File: src/verilog/mcr_pkg.sv
// Package: constants and types for the system control register bank
// ----------------------------------------------------------------
// Summary of operation
// - Bank reached only by coprocessor 15 register transfers in privileged mode.
// - Any access from user mode takes the undefined instruction trap instead.
// - Invalid registers 0-7: no access performed and no trap raised.
// - Any access to register numbers 8 to 15 takes the undefined trap.
// - Reads: 0 identity, 5 fault status, 6 fault address; others reserved.
// - Register 2 is write-only, holding the first-level page table base.
// - Control register write-only; bits 31 down to 10 are not stored.
// - Reset clears every control bit.
// - Control bit 0 enables the memory management unit.
// - Control bit 2 enables the unified instruction and data cache.
// - Control bit 3 enables the write buffer.
// - Control bit 4 selects 32-bit program space, else 26-bit.
// ----------------------------------------------------------------
package mcr_pkg;
  localparam logic [3:0] MCR_COPROC_NUM = 4'hf;
  localparam logic [3:0] MCR_REG_ID = 4'h0;
  localparam logic [3:0] MCR_REG_CTRL = 4'h1;
  localparam logic [3:0] MCR_REG_TTB = 4'h2;
  localparam logic [3:0] MCR_REG_DAC = 4'h3;
  localparam logic [3:0] MCR_REG_RSV4 = 4'h4;
  localparam logic [3:0] MCR_REG_FSR = 4'h5;
  localparam logic [3:0] MCR_REG_FAR = 4'h6;
  localparam logic [3:0] MCR_REG_CFLUSH = 4'h7;
  localparam int MCR_CTRL_W = 10;
  localparam int MCR_BIT_MMU = 0;
  localparam int MCR_BIT_ALIGN = 1;
  localparam int MCR_BIT_CACHE = 2;
  localparam int MCR_BIT_WBUF = 3;
  localparam int MCR_BIT_PROG32 = 4;
  localparam int MCR_BIT_DATA32 = 5;
  localparam logic [9:0] MCR_CTRL_RST = 10'h000;
  localparam logic [31:0] MCR_WORD_RST = 32'h0000_0000;
  // Arbitrary neutral identity value
  localparam logic [31:0] MCR_ID_DEFAULT = 32'h1234_0000;

  typedef struct packed {
    logic valid;
    logic is_read;
    logic privileged;
    logic [3:0] coproc;
    logic [3:0] regnum;
    logic [31:0] wdata;
  } mcr_req_t;

  typedef struct packed {
    logic mmu_en;
    logic align_en;
    logic cache_en;
    logic wbuf_en;
    logic prog32;
    logic data32;
  } mcr_cfg_t;

  typedef enum logic [2:0] {
    MCR_RESP_NONE = 3'b001,
    MCR_RESP_OK = 3'b010,
    MCR_RESP_UND = 3'b100
  } mcr_resp_t;
endpackage : mcr_pkg

File: src/verilog/mcr_regbank.sv
// File: system control register bank reached by coprocessor register transfers
`timescale 1ns/1ps
`default_nettype none
module mcr_regbank import mcr_pkg::*; #(
  parameter logic [31:0] ID_VALUE = MCR_ID_DEFAULT
) (
  input wire logic ref_clk_i,
  input wire logic resetn_i,
  input wire mcr_req_t req_i,
  input wire logic [31:0] fault_status_i,
  input wire logic [31:0] fault_addr_i,
  output logic done_o,
  output logic und_trap_o,
  output logic [31:0] rdata_o,
  output mcr_cfg_t cfg_o,
  output logic [31:0] ttb_o,
  output logic [31:0] dac_o,
  output logic tlb_flush_o,
  output logic tlb_purge_o,
  output logic [31:0] purge_addr_o,
  output logic cache_flush_o
);
  // ----------------------------------------------------------------
  // Reset release
  // ----------------------------------------------------------------
  logic rst_meta_r;
  logic rst_n_r;
  always_ff @(posedge ref_clk_i or negedge resetn_i) begin
    if (!resetn_i) begin
      rst_meta_r <= 1'b0;
      rst_n_r <= 1'b0;
    end else begin
      rst_meta_r <= 1'b1;
      rst_n_r <= rst_meta_r;
    end
  end

  // ----------------------------------------------------------------
  // Decode
  // ----------------------------------------------------------------
  function automatic logic rd_valid(input logic [3:0] r);
    rd_valid = (r == MCR_REG_ID) || (r == MCR_REG_FSR) || (r == MCR_REG_FAR);
  endfunction : rd_valid

  function automatic logic wr_valid(input logic [3:0] r);
    wr_valid = (r != MCR_REG_ID) && (r != MCR_REG_RSV4) && !r[3];
  endfunction : wr_valid

  logic ours;
  logic trap;
  logic acc;
  logic wr;
  assign ours = req_i.valid && (req_i.coproc == MCR_COPROC_NUM);
  assign trap = ours && (!req_i.privileged || req_i.regnum[3]);
  assign acc = ours && !trap && (req_i.is_read ? rd_valid(req_i.regnum) : wr_valid(req_i.regnum));
  assign wr = acc && !req_i.is_read;

  // ----------------------------------------------------------------
  // Control register and table registers
  // ----------------------------------------------------------------
  logic ld_ctrl;
  logic ld_ttb;
  logic ld_dac;
  logic [MCR_CTRL_W-1:0] ctrl_q;
  assign ld_ctrl = wr && (req_i.regnum == MCR_REG_CTRL);
  assign ld_ttb = wr && (req_i.regnum == MCR_REG_TTB);
  assign ld_dac = wr && (req_i.regnum == MCR_REG_DAC);

  // Upper bits never stored, so they are zero by construction
  mcr_word_reg #(.WIDTH(MCR_CTRL_W), .RST(MCR_CTRL_RST)) u_ctrl (
    .ref_clk_i(ref_clk_i),
    .rst_n_i(rst_n_r),
    .load_i(ld_ctrl),
    .data_i(req_i.wdata[MCR_CTRL_W-1:0]),
    .q_o(ctrl_q)
  );
  mcr_word_reg #(.WIDTH(32), .RST(MCR_WORD_RST)) u_ttb (
    .ref_clk_i(ref_clk_i),
    .rst_n_i(rst_n_r),
    .load_i(ld_ttb),
    .data_i(req_i.wdata),
    .q_o(ttb_o)
  );
  mcr_word_reg #(.WIDTH(32), .RST(MCR_WORD_RST)) u_dac (
    .ref_clk_i(ref_clk_i),
    .rst_n_i(rst_n_r),
    .load_i(ld_dac),
    .data_i(req_i.wdata),
    .q_o(dac_o)
  );

  always_comb begin
    cfg_o.mmu_en = ctrl_q[MCR_BIT_MMU];
    cfg_o.align_en = ctrl_q[MCR_BIT_ALIGN];
    cfg_o.cache_en = ctrl_q[MCR_BIT_CACHE];
    cfg_o.wbuf_en = ctrl_q[MCR_BIT_WBUF];
    cfg_o.prog32 = ctrl_q[MCR_BIT_PROG32];
    cfg_o.data32 = ctrl_q[MCR_BIT_DATA32];
  end

  // ----------------------------------------------------------------
  // Response, read data and one-cycle maintenance strobes
  // ----------------------------------------------------------------
  mcr_resp_t resp_r;
  mcr_resp_t resp_nxt;
  logic [31:0] rdata_r;
  logic [31:0] rdata_nxt;
  logic [2:0] strb_r;
  logic [2:0] strb_nxt;
  logic [31:0] paddr_r;
  logic [31:0] paddr_nxt;

  always_comb begin
    resp_nxt = MCR_RESP_NONE;
    rdata_nxt = rdata_r;
    strb_nxt = 3'h0;
    paddr_nxt = paddr_r;
    if (trap) begin
      resp_nxt = MCR_RESP_UND;
    end else if (acc) begin
      resp_nxt = MCR_RESP_OK;
      if (req_i.is_read) begin
        case (req_i.regnum)
          MCR_REG_ID: rdata_nxt = ID_VALUE;
          MCR_REG_FSR: rdata_nxt = fault_status_i;
          MCR_REG_FAR: rdata_nxt = fault_addr_i;
          default: rdata_nxt = 32'h0000_0000;
        endcase
      end else begin
        case (req_i.regnum)
          MCR_REG_FSR: strb_nxt = 3'h1;
          MCR_REG_FAR: begin
            strb_nxt = 3'h2;
            paddr_nxt = req_i.wdata;
          end
          MCR_REG_CFLUSH: strb_nxt = 3'h4;
          default: strb_nxt = 3'h0;
        endcase
      end
    end
  end

  always_ff @(posedge ref_clk_i or negedge rst_n_r) begin
    if (!rst_n_r) begin
      resp_r <= MCR_RESP_NONE;
      rdata_r <= MCR_WORD_RST;
      strb_r <= 3'h0;
      paddr_r <= MCR_WORD_RST;
    end else begin
      resp_r <= resp_nxt;
      rdata_r <= rdata_nxt;
      strb_r <= strb_nxt;
      paddr_r <= paddr_nxt;
    end
  end

  always_comb begin
    case (resp_r)
      MCR_RESP_OK: begin
        done_o = 1'b1;
        und_trap_o = 1'b0;
      end
      MCR_RESP_UND: begin
        done_o = 1'b0;
        und_trap_o = 1'b1;
      end
      default: begin
        done_o = 1'b0;
        und_trap_o = 1'b0;
      end
    endcase
  end

  assign rdata_o = rdata_r;
  assign tlb_flush_o = strb_r[0];
  assign tlb_purge_o = strb_r[1];
  assign cache_flush_o = strb_r[2];
  assign purge_addr_o = paddr_r;
endmodule : mcr_regbank
`default_nettype wire

File: src/verilog/mcr_word_reg.sv
// File: one write-only word register with load strobe
`timescale 1ns/1ps
`default_nettype none
module mcr_word_reg #(
  parameter int WIDTH = 32,
  parameter logic [WIDTH-1:0] RST = '0
) (
  input wire logic ref_clk_i,
  input wire logic rst_n_i,
  input wire logic load_i,
  input wire logic [WIDTH-1:0] data_i,
  output logic [WIDTH-1:0] q_o
);
  logic [WIDTH-1:0] q_r;
  logic [WIDTH-1:0] q_nxt;

  always_comb begin
    q_nxt = load_i ? data_i : q_r;
  end

  always_ff @(posedge ref_clk_i or negedge rst_n_i) begin
    if (!rst_n_i) begin
      q_r <= RST;
    end else begin
      q_r <= q_nxt;
    end
  end

  assign q_o = q_r;
endmodule : mcr_word_reg
`default_nettype wire
File: config.mk
export PLATFORM = sky130hd
export DESIGN_NAME = mcr_regbank
export DESIGN_NICKNAME = d
export VERILOG_FILES = /design/src/verilog/mcr_pkg.sv /design/src/verilog/mcr_regbank.sv /design/src/verilog/mcr_word_reg.sv
export SDC_FILE = /design/constraint.sdc
export NUM_CORES = 1
export LEC_CHECK = 0
export BUFFER_PORTS_ARGS = -buffer_cell sky130_fd_sc_hd__buf_2
export CORE_MARGIN = 4
export CORE_UTILIZATION = 49
export CTS_BUF_LIST = sky130_fd_sc_hd__clkbuf_8
export DETAILED_ROUTE_END_ITERATION = 7
export GPL_ROUTABILITY_DRIVEN = 0
export PLACE_DENSITY = 0.9
export SKIP_CTS_REPAIR_TIMING = 1
export SYNTH_ARGS = -nofsm -noshare
export SYNTH_HDL_FRONTEND = slang
export SYNTH_SLANG_ARGS = --single-unit
File: constraint.sdc
create_clock -name ref_clk_i -period 5.5 [get_ports ref_clk_i]
set_input_delay 0 -clock ref_clk_i [delete_from_list [all_inputs] [get_ports ref_clk_i]]
set_output_delay 0 -clock ref_clk_i [all_outputs]
set_load 0.02 [all_outputs]
# Word-level counts from Yosys, hierarchy flattened
# Cells that the tools add are included.
# totals
ff_bits	142
latchBits	0
ram_bits	0
rom_bits	0
in_bits	109
out_inout_bits	139
elab_cells	52
n_memories	0
# op_classes
addsub	0
n_mul	0
n_div	0
order_cmp	0
eq_ne	10
n_shift	0
n_mux	10
bitwise	2
reduce_logical	21
# ops
op	n
case mux 32 bit (3 select lines)	1
equality test 4 x 3 -> 1 bit, second input constant	3
two-way mux 3 bit	4
logical AND 1 bit	10
case mux 3 bit (3 select lines)	1
equality test 4 x 2 -> 1 bit, second input constant	2
equality test 4 x 1 -> 1 bit, second input constant	1
equality test 4 bit, second input constant	1
zero test 1 bit	4
zero test 4 bit	1
inequality test 4 x 3 -> 1 bit, second input constant	1
AND reduction 4 bit	1
nonzero test 4 bit	1
equality test 3 x 2 -> 1 bit, second input constant	1
equality test 3 bit, second input constant	1
logical OR 1 bit	3
two-way mux 1 bit	3
AND reduction 3 bit	1
two-way mux 2 bit	1
inverter 1 bit	2

# Longest topological paths before layout
# Gate-level depths: netlist of run 1.
# logic_depth
ltp_word	8
depth_mapped	7
mapped_depth_nobuf	4

# Hierarchy
# From an unflattened synthesis of run 1, not the netlist that was laid out.
# hier_totals
hier_cells	421
hier_area_um2	6475.0
# modules_own_cells
mod	instances	cells_per_inst	area_each_um2	seq_area_each_um2
mcr_regbank	1	264	3373.2	1803.0
mcr_word_reg at u_dac ...	2	68	1345.0	800.8
mcr_word_reg at u_ctrl	1	21	411.6	250.2

# Worst setup path before layout of run 1
# Ideal clock, no wire load.
# synth_path
path_type	input -> register
from	input req_i[38] (netlist name)
to	register paddr_r[10] (netlist: purge_addr_o[10])
setup_time_ns	0.125
t_arrival_ns	1.222
t_required_ns	5.375
path_slack_ns	4.153
path_stages	6
path_buffers	2
cell_sequence	and4_1 -> and2_1 -> and4_1 -> buf_2 -> buf_4 -> mux2_2
# synth_between
elab_chain_cells	7
elab_cells_between_ends	8
classes_between	eq/ne (1); bitwise (1); reduce/logical (6)
# synth_rtl
item	line_no	rtl
from (decl)	mcr_regbank.sv:9	input wire mcr_req_t req_i,
equality test 4 bit *	mcr_regbank.sv:53	assign ours = req_i.valid && (req_i.coproc == MCR_COPROC_NUM);
logical AND 1 bit *	mcr_regbank.sv:53	
logical AND 1 bit	mcr_regbank.sv:54	assign trap = ours && (!req_i.privileged || req_i.regnum[3]);
zero test 1 bit	mcr_regbank.sv:55	assign acc = ours && !trap && (req_i.is_read ? rd_valid(req_i.regnum) : wr_valid(req_i.regnum));
logical AND 1 bit (2 in a row)	mcr_regbank.sv:55	
AND reduction 4 bit (no line) *	--	
to (signal assigned)	mcr_regbank.sv:153	paddr_r <= paddr_nxt;
to (decl)	mcr_regbank.sv:110	logic [31:0] paddr_r;
# Every way passes the cells marked *; elsewhere a longest branch is shown, timed or not.
# A chain may end at the register's enable or synchronous reset.

# Final worst setup path of run 1
# layout_path
from	input req_i[35] (netlist name)
to	register paddr_r[10] (netlist: purge_addr_o[10])
# layout_between
elab_chain_cells	6
elab_cells_between_ends	18
classes_between	eq/ne (3); mux (1); bitwise (1); reduce/logical (13)
# layout_rtl
item	line_no	rtl
inequality test 4 x 3 -> 1 bit, or another cell as far along	mcr_regbank.sv:46	wr_valid = (r != MCR_REG_ID) && (r != MCR_REG_RSV4) && !r[3];
logical AND 1 bit, or another cell as far along (2 in a row)	mcr_regbank.sv:46	
two-way mux 1 bit or logical AND 1 bit (tied branches)	mcr_regbank.sv:55	
logical AND 1 bit	mcr_regbank.sv:55	
AND reduction 4 bit (no line) *	--	
# Marked as above.

==> out/results.txt, run 1 <==
status: finished with violations
failing checks: negative hold slack
max cap viols: 0
GR Util met2: 36.20%
Seq cells post-synth: 142
post-synth top area share: 60.42%
largest net degree at the start of global routing: 78
Die Ht: 117.2 um
largest family of logic cells by synthesized area: multiplexers
initial core utilization: 50.49%
CTS tree: built
Synth cell types: 33
first-pass iteration count of the detailed router: 4
final critical-path share of the clock period: 44.61%
total CTS buffers: 17
CTS HTree Levels: 4
worst reg2reg startpoint: rst_n_r$_DFF_PN0_
worst hold stages: 4
Worst Min Path Start: fault_addr_i[1]
FF-to-FF End: purge_addr_o[29]$_DFFE_PN0P_
met1 usage: 23.56%
Max Fclk: 407.5 MHz
Root Buffer: clkbuf_8
top cells by area, synth: dfrtp_1 60%, mux2_2 24%, a22oi_1 3.5%, nor2_1 2.0%, mux2_4 1.5%
nets: 852
antenna diode count: 0
area growth from synthesis to layout: 46.67%
DRC: 0
hold_ws: -0.01064 ns
Worst EP required: 5.81 ns
clock power share: 43.0%
R2R cell count: 1
Vias/cell: 5.385
worst-margin pin slew: 1.158 ns
logic gate share of total power: 8.9%
die width: 117.2 um
synthesized-area fraction occupied by adder cells: 0%
Wirelength per Cell: 19.43 um
syn nets: 516
WS Path Type: input pin to flip-flop
pre-CTS setup slack: 3.142 ns
Hold Crit Class: input pin to flip-flop
All-Layer GR Usage: 20.81%
ANT nets after route: 0
Most Used Layer, Global Route: met2
DIE AREA: 13,730 um2
Syn Inst Count: 407
hold violation count in the final report: 1
Top Ports: 248
maximum clock path buffer count: 2
Iter 0 DRT Violations: 271
setup violators final: 0
Worst Setup End Kind: flip-flop
Rows: 39
Worst-Skew Late Latency: 0.44 ns
clock slew at reported path FFs: 0.08 ns
post-synthesis mux area share: 26.23%
Synth Area in Compound Gates: 4.671%
Syn Area/Cell: 14.35 um2
Rel. slew slack: 22.46%
I/O Buffers: 247
Critical Path AT: 2.76 ns
number of global-route vias before repair: 4,487
PD cells: 260.6 nW/um2
min Tclk post-route: 2.454 ns
internal power consumption: 1.734 mW
clock skew: 0.01491 ns
Clock Sinks: 142
synthesized area: 5839 um2
P_sw: 0.4982 mW
Hold Crit Endpoint: rdata_o[1]$_DFFE_PN0P_
initial antenna violation count: 0
Synthesis Warnings: 0
unrepaired setup endpoints after global routing: no
core area: 11,560 um2
Reg2Reg Setup Slack: 3.63 ns
final worst setup slack: 3.046 ns
xor and xnor area share after synthesis: 0.1500%
Switching Fraction: 22.32%
Worst Path Max Fanout: 33
simple-gate share of the synthesized area: 5.742%
Max VDD drop: 0.1786 mV
dpl hpwl: 10,400 um
CP startpoint kind: input pin
vias: 4,841
gr ovfl total: 0
Leak Pwr: 4.784 nW
first-pass GRT wire length: 21,940 um
met3 Track Usage GR: 6.889%
Seq pwr share: 48.1%
final WL: 17,470 um
register area share after synthesis: 60.87%
Slew Viols, Final: 0
dominant cell type by area after synthesis: dfrtp_1
layout cells sized above 1: 55.69%
setup TNS: 0 ns
==> synthesized netlist by cell type, drive strengths merged <==
library cell,number
a221oi,1
or3b,1
nand4,2
nor4,1
and2,2
or3,1
nand3,7
nor2b,4
nor2,31
a21o,1
o21bai,1
mux2,134
nand2,10
dfrtp,141
and4,2
buf,18
clkbuf,9
o2bb2ai,1
o211ai,5
nor3b,3
nand2b,1
xor2,1
or4b,1
a22oi,27
dfstp,1
conb,1
==> logic make-up (layout without fill, tap and decap cells) <==
group                  after synthesis  count (layout)
flip-flops                         142             142
XOR/XNOR                             1               1
AND/OR/NAND/NOR                     66              66
buffers and inverters               27             376
multiplexers                       134             134
AO/OA/AOI/OAI                       36              36
other                                1               1
==> critical path, stage by stage <==
cell	delay, ns
dlygate4sd3_1	0.54
buf_2	0.15
nand2b_1	0.65
nor2_1	0.37
and4_1	0.22
buf_4	0.40
mux2_2	0.39
==> power groups by stage <==
stage	sequential, mW	clock (mW)	combinational [mW]
after global placement	1.09	0	0.129
final	1.07	0.960	0.199
after floorplan	1.11	0	0.0440
after CTS	1.07	0.979	0.136
after global routing	1.08	1.03	0.213
after detailed placement	1.09	0	0.135
==> metrics by stage <==
step	utilization (%)	cell area [um2]	hold slack, ns	power, mW	std cells
after floorplan	-	5839	-0.2956	1.155	407
after global placement	61.96	7166	-0.2132	1.222	774
after detailed placement	61.96	7166	-0.2124	1.229	774
after CTS	66.01	7634	-0.7113	2.189	806
after global routing	74.06	8564	0.006854	2.320	899
final	74.06	8564	-0.01064	2.232	899
==> how the worst max path moves through the flow <==
stage / from / endpoint / slack, ns / depth (start not counted)
after CTS: rst_n_r$_DFF_PN0_ / purge_addr_o[29]$_DFFE_PN0P_ / 3.52 / 1
final: req_i[35] / purge_addr_o[10]$_DFFE_PN0P_ / 3.05 / 7
after global placement: req_i[34] / purge_addr_o[24]$_DFFE_PN0P_ / 3.26 / 6
after detailed placement: req_i[34] / purge_addr_o[26]$_DFFE_PN0P_ / 3.14 / 6
after global routing: req_i[35] / purge_addr_o[26]$_DFFE_PN0P_ / 2.97 / 7
after floorplan: rst_n_r$_DFF_PN0_ / purge_addr_o[0]$_DFFE_PN0P_ / 1.25 / 0
==> flip-flops by register name, indices dropped and copies added (netlist names) <==
name	cells
u_dac.q_o	32
rdata_o	32
rst_meta_r	1
u_ctrl.q_o	6
purge_addr_o	32
resp_r	3
u_ttb.q_o	32
strb_r	3
rst_n_r	1
==> cell usage in the layout, fill, tap and decap left out, drive strengths merged, types with 2 or more instances in the layout <==
cell and count:
buf 251, dfrtp 141, mux2 134, dlygate4sd3 93, nor2 31, a22oi 27
clkbuf 20, nand2 10, nand3 7, o211ai 5, bufinv 5, nor2b 4
clkinv 4, nor3b 3, and4 2, and2 2, inv 2, nand4 2
==> final cells by class <==
type	count	area, um2
fillers	670	3000
flip-flops and latches	142	3558
clock inverters	12	192.7
repair buffers	344	2197
clock buffers	20	275.3
multi-input cells	238	2162
well taps	143	178.9
==> routing by layer <==
metal / vias up / part of all wire, %
li1: 2128 / -
met1: 2402 / 38
met2: 266 / 51
met3: 45 / 7.8
met4: 0 / 3.1
met5: - / 0
No activity file was read; power rests on OpenSTA's default activity.
==> run 2, diff against run 1 <==
Settings changed: CORE_UTILIZATION 49 to 45, PLACE_DENSITY 0.9 to 0.87.
Clock period 5.5 ns to 2 ns, I/O delays scaled along.
==> run 2 against run 1 <==
  * The flow still finishes with violations (negative hold slack)
  * Routed wire length decreased by 1.7%
  * Hold slack lost 0.0022 ns
  * Flip-flop and latch count unchanged
  * Clock power grew to 2.6 times the previous value
  * Via count fell by 0.62%
  * First-iteration DRC count is 18% lower
  * Critical endpoint is now rdata_o[23]$_DFFE_PN0P_
  * Highest routed layer unchanged
==> out/results.txt, run 2 (synthesized netlist as in run 1, its figures left out) <==
final WL: 17,160 um
DRC: 0
core area: 12,670 um2
All-Layer GR Usage: 19.81%
CP startpoint kind: input pin
hold violation count in the final report: 1
total CTS buffers: 17
status: finished with violations
crit path to: rdata_o[23]$_DFFE_PN0P_
unrepaired setup endpoints after global routing: no
logic gate share of total power: 9.5%
number of global-route vias before repair: 4,547
layout cells sized above 1: 56.09%
worst reg2reg startpoint: rst_n_r$_DFF_PN0_
CTS HTree Levels: 4
most frequent cells in the layout: 247 x buf_2, 140 x dfrtp_1, 125 x mux2_2
initial antenna violation count: 0
multi-input combinational cell area: 2163 um2
max cap viols: 0
initial core utilization: 46.08%
R2R cell count: 1
Root Buffer: clkbuf_8
clock power share: 41.9%
Worst Path Max Fanout: 34
DIE AREA: 14,860 um2
final worst setup slack: 0.04375 ns
WS Path Type: input pin to flip-flop
Worst-Skew Late Latency: 0.43 ns
vias: 4,811
pre-CTS setup slack: 0.3467 ns
PD cells: 694.1 nW/um2
final critical-path share of the clock period: 97.81%
Worst EP required: 2.37 ns
Slew Viols, Final: 0
Die Ht: 121.9 um
CTS tree: built
Hold Crit Class: input pin to flip-flop
nets: 859
Max Fclk: 511.2 MHz
FF+latch area: 3558 um2
first-pass GRT wire length: 22,740 um
min Tclk post-route: 1.956 ns
setup violators final: 0
first-pass iteration count of the detailed router: 4
Wirelength per Cell: 18.36 um
Post-Layout Cell Count: 935
dpl hpwl: 10,930 um
hold_ws: -0.01286 ns
Worst Setup End Kind: flip-flop
die width: 121.9 um
antenna diode count: 0
Iter 0 DRT Violations: 223
FF-to-FF End: u_ctrl.q_o[0]$_DFFE_PN0P_
internal power consumption: 4.652 mW
setup TNS: 0 ns
area growth from synthesis to layout: 48.64%
Clock Sinks: 142
CP Launch Point: req_i[32]
Leak Pwr: 4.819 nW
Reg2Reg Setup Slack: 1.12 ns
ANT nets after route: 0
maximum clock path buffer count: 2
Vias/cell: 5.145
clock slew at reported path FFs: 0.08 ns
P_sw: 1.373 mW
Switching Fraction: 22.79%
most common cell after layout, fill and taps aside: buf_2
Seq pwr share: 48.6%
fill count: 845
Rows: 41
clock skew: 0.005886 ns
Top Ports: 248
placed instance count: 810
Max VDD drop: 0.3724 mV
I/O Buffers: 247
Critical Path AT: 2.32 ns
failing checks: negative hold slack
largest net degree at the start of global routing: 74
post-layout power: 6.024 mW
gr ovfl total: 0
run 2: cell count changes in the layout (fill, tap and decap cells not counted), sizes merged:
cell      previous run  this run
buf                251       258
bufinv               5         4
inv                  2         4
clkinvlp             1         3
clkinv               4         1
run 2: routing by layer:
metal | track usage (%) | vias up | part of all wire, %
li1 | - | 2146 | -
met1 | 22.72 | 2394 | 37
met2 | 35.01 | 234 | 53
met3 | 6.360 | 37 | 7.6
met4 | 6.583 | 0 | 2.6
met5 | 0 | - | 0
run 2: power by group through the flow:
| stage | sequential (mW) | clock [mW] | combinational [mW] |
|---|---|---|---|
| 3_5_place_dp | 2.99 | 0 | 0.406 |
| 4_1_cts | 2.93 | 2.57 | 0.407 |
| 3_3_place_gp | 2.98 | 0 | 0.387 |
| 5_1_grt | 2.93 | 2.72 | 0.621 |
| 2_1_floorplan | 3.06 | 0 | 0.121 |
| 6_report | 2.93 | 2.52 | 0.572 |
run 2: per-stage QoR:
| step | cell area (um2) | util (%) | hold WS, ns |
|---|---|---|---|
| 2_1_floorplan | 5843 | - | -0.2956 |
| 6_report | 8680 | 68.50 | -0.01286 |
| 4_1_cts | 7749 | 61.15 | -0.6902 |
| 3_3_place_gp | 7306 | 57.66 | -0.2107 |
| 5_1_grt | 8680 | 68.50 | -0.01085 |
| 3_5_place_dp | 7306 | 57.66 | -0.2070 |
run 2: area by class of cell:
type | count | area share [%]
multi-input combinational | 238 | 24.92
clock inverter | 12 | 1.932
sequential | 142 | 41.00
timing repair buffer | 351 | 26.50
tap | 172 | 2.479
clock buffer | 20 | 3.171
run 2: worst min-delay path by stage:
stage / from / endpoint / slack [ns] / depth (start not counted)
final: fault_status_i[24] / rdata_o[24]$_DFFE_PN0P_ / -0.01 / 4
after global routing: fault_status_i[18] / rdata_o[18]$_DFFE_PN0P_ / -0.01 / 4
after CTS: resetn_i / rst_n_r$_DFF_PN0_ / -0.69 / 1
after detailed placement: resetn_i / rst_meta_r$_DFF_PN0_ / -0.21 / 1
after global placement: resetn_i / rst_meta_r$_DFF_PN0_ / -0.21 / 1
after floorplan: resetn_i / rst_meta_r$_DFF_PN0_ / -0.30 / 0
run 2: critical path, cell delays in order:
cell,delay (ns)
dlygate4sd3_1,0.54
buf_2,0.19
nor2b_2,0.16
buf_4,0.37
a22oi_1,0.15
dlygate4sd3_1,0.58
nor2_1,0.14
mux2_2,0.18
==> run 3, diff against run 2 <==
Settings changed: SETUP_SLACK_MARGIN from default to 0.05.
==> run 3 against run 2 <==
  * The flow still finishes with violations (negative hold slack)
  * Utilization stayed put
  * Clock-buffer cell count stayed put
  * Worst setup slack got worse by 0.012 ns
  * Highest routed layer unchanged
==> out/results.txt, run 3 (synthesized netlist as in run 1, its figures left out) <==
hold violation count in the final report: 1
Reg2Reg Setup Slack: 1.12 ns
CP startpoint kind: input pin
CP Launch Point: req_i[32]
most common cell after layout, fill and taps aside: buf_2
Critical Path AT: 2.28 ns
multi-input combinational cell area: 2163 um2
failing checks: negative hold slack
DIE AREA: 14,860 um2
CTS tree: built
worst reg2reg startpoint: rst_n_r$_DFF_PN0_
Clock Sinks: 142
Wirelength per Cell: 18.61 um
Vias/cell: 5.189
initial core utilization: 46.08%
Rows: 41
setup violators final: 0
dpl hpwl: 10,930 um
initial antenna violation count: 0
largest net degree at the start of global routing: 74
die width: 121.9 um
vias: 4,852
FF+latch area: 3558 um2
Max VDD drop: 0.3803 mV
Slew Viols, Final: 0
number of global-route vias before repair: 4,547
Root Buffer: clkbuf_8
CTS HTree Levels: 4
gr ovfl total: 0
Worst Path Max Fanout: 34
layout cells sized above 1: 56.09%
Iter 0 DRT Violations: 260
DRC: 0
core area: 12,670 um2
hold_ws: -0.01350 ns
Leak Pwr: 4.821 nW
fill count: 848
Worst EP required: 2.32 ns
FF-to-FF End: u_ctrl.q_o[0]$_DFFE_PN0P_
Max Fclk: 508.1 MHz
final core occ: 68.50%
most frequent cells in the layout: 247 x buf_2, 140 x dfrtp_1, 125 x mux2_2
antenna diode count: 0
maximum clock path buffer count: 2
All-Layer GR Usage: 19.81%
max cap viols: 0
final WL: 17,400 um
nets: 859
clock skew: 0.005241 ns
total CTS buffers: 17
PD cells: 693.8 nW/um2
area growth from synthesis to layout: 48.64%
ANT nets after route: 0
clock slew at reported path FFs: 0.08 ns
first-pass GRT wire length: 22,740 um
first-pass iteration count of the detailed router: 5
status: finished with violations
setup TNS: 0 ns
min Tclk post-route: 1.968 ns
Worst-Skew Late Latency: 0.43 ns
final critical-path share of the clock period: 98.41%
R2R cell count: 1
Worst Setup End Kind: flip-flop
I/O Buffers: 247
crit path to: rdata_o[17]$_DFFE_PN0P_
WS Path Type: input pin to flip-flop
Hold Crit Class: input pin to flip-flop
Top Ports: 248
Die Ht: 121.9 um
run 3: cell counts in the layout (fill, tap and decap cells not counted):
Identical to the previous run, type by type.
run 3: worst min-delay path by stage:
| stage | cells after the start | slack (ns) | startpoint | to |
|---|---|---|---|---|
| 2_1_floorplan | 0 | -0.30 | resetn_i | rst_meta_r$_DFF_PN0_ |
| 3_3_place_gp | 1 | -0.21 | resetn_i | rst_meta_r$_DFF_PN0_ |
| 3_5_place_dp | 1 | -0.21 | resetn_i | rst_meta_r$_DFF_PN0_ |
| 4_1_cts | 1 | -0.69 | resetn_i | rst_n_r$_DFF_PN0_ |
| 5_1_grt | 4 | -0.01 | fault_status_i[18] | rdata_o[18]$_DFFE_PN0P_ |
| 6_report | 4 | -0.01 | fault_status_i[24] | rdata_o[24]$_DFFE_PN0P_ |
run 3: power breakdown:
part,switching [mW],total [mW],internal (mW)
clock network,1.07,2.52,1.45
registers,0.0259,2.93,2.90
logic,0.275,0.573,0.298
total,1.37,6.02,4.65
run 3: per-stage QoR:
stage	power [mW]	worst slack (ns)	hold slack [ns]	instance area, um2	instances
2_1_floorplan	3.177	0.5073	-0.2956	5843	407
3_3_place_gp	3.371	0.4327	-0.2107	7306	810
3_5_place_dp	3.392	0.3467	-0.2070	7306	810
4_1_cts	5.909	0.7504	-0.6902	7749	842
5_1_grt	6.274	-0.01127	-0.01085	8680	935
6_report	6.022	0.03174	-0.01350	8680	935
run 3: layer usage:
metal  GRT usage [%]  vias up  wire (um)
met2           35.01      236       9288
met1           22.72     2433       6361
met5               0        -          0
met3           6.360       36       1300
met4           6.583        0        447
li1                -     2147          -
run 3: critical path, stage by stage:
cell and delay (ns):
dlygate4sd3_1 0.53, buf_2 0.22, nor2b_2 0.08, buf_4 0.25, a22oi_1 0.25, dlygate4sd3_1 0.62, nor2_1 0.05, mux2_2 0.27
run 3: final cells by class:
cell class	count	share of cell area, %
clock buffer	20	3.171
clock inverter	12	1.932
multi-input combinational	238	24.92
sequential	142	41.00
tap	172	2.479
timing repair buffer	351	26.50
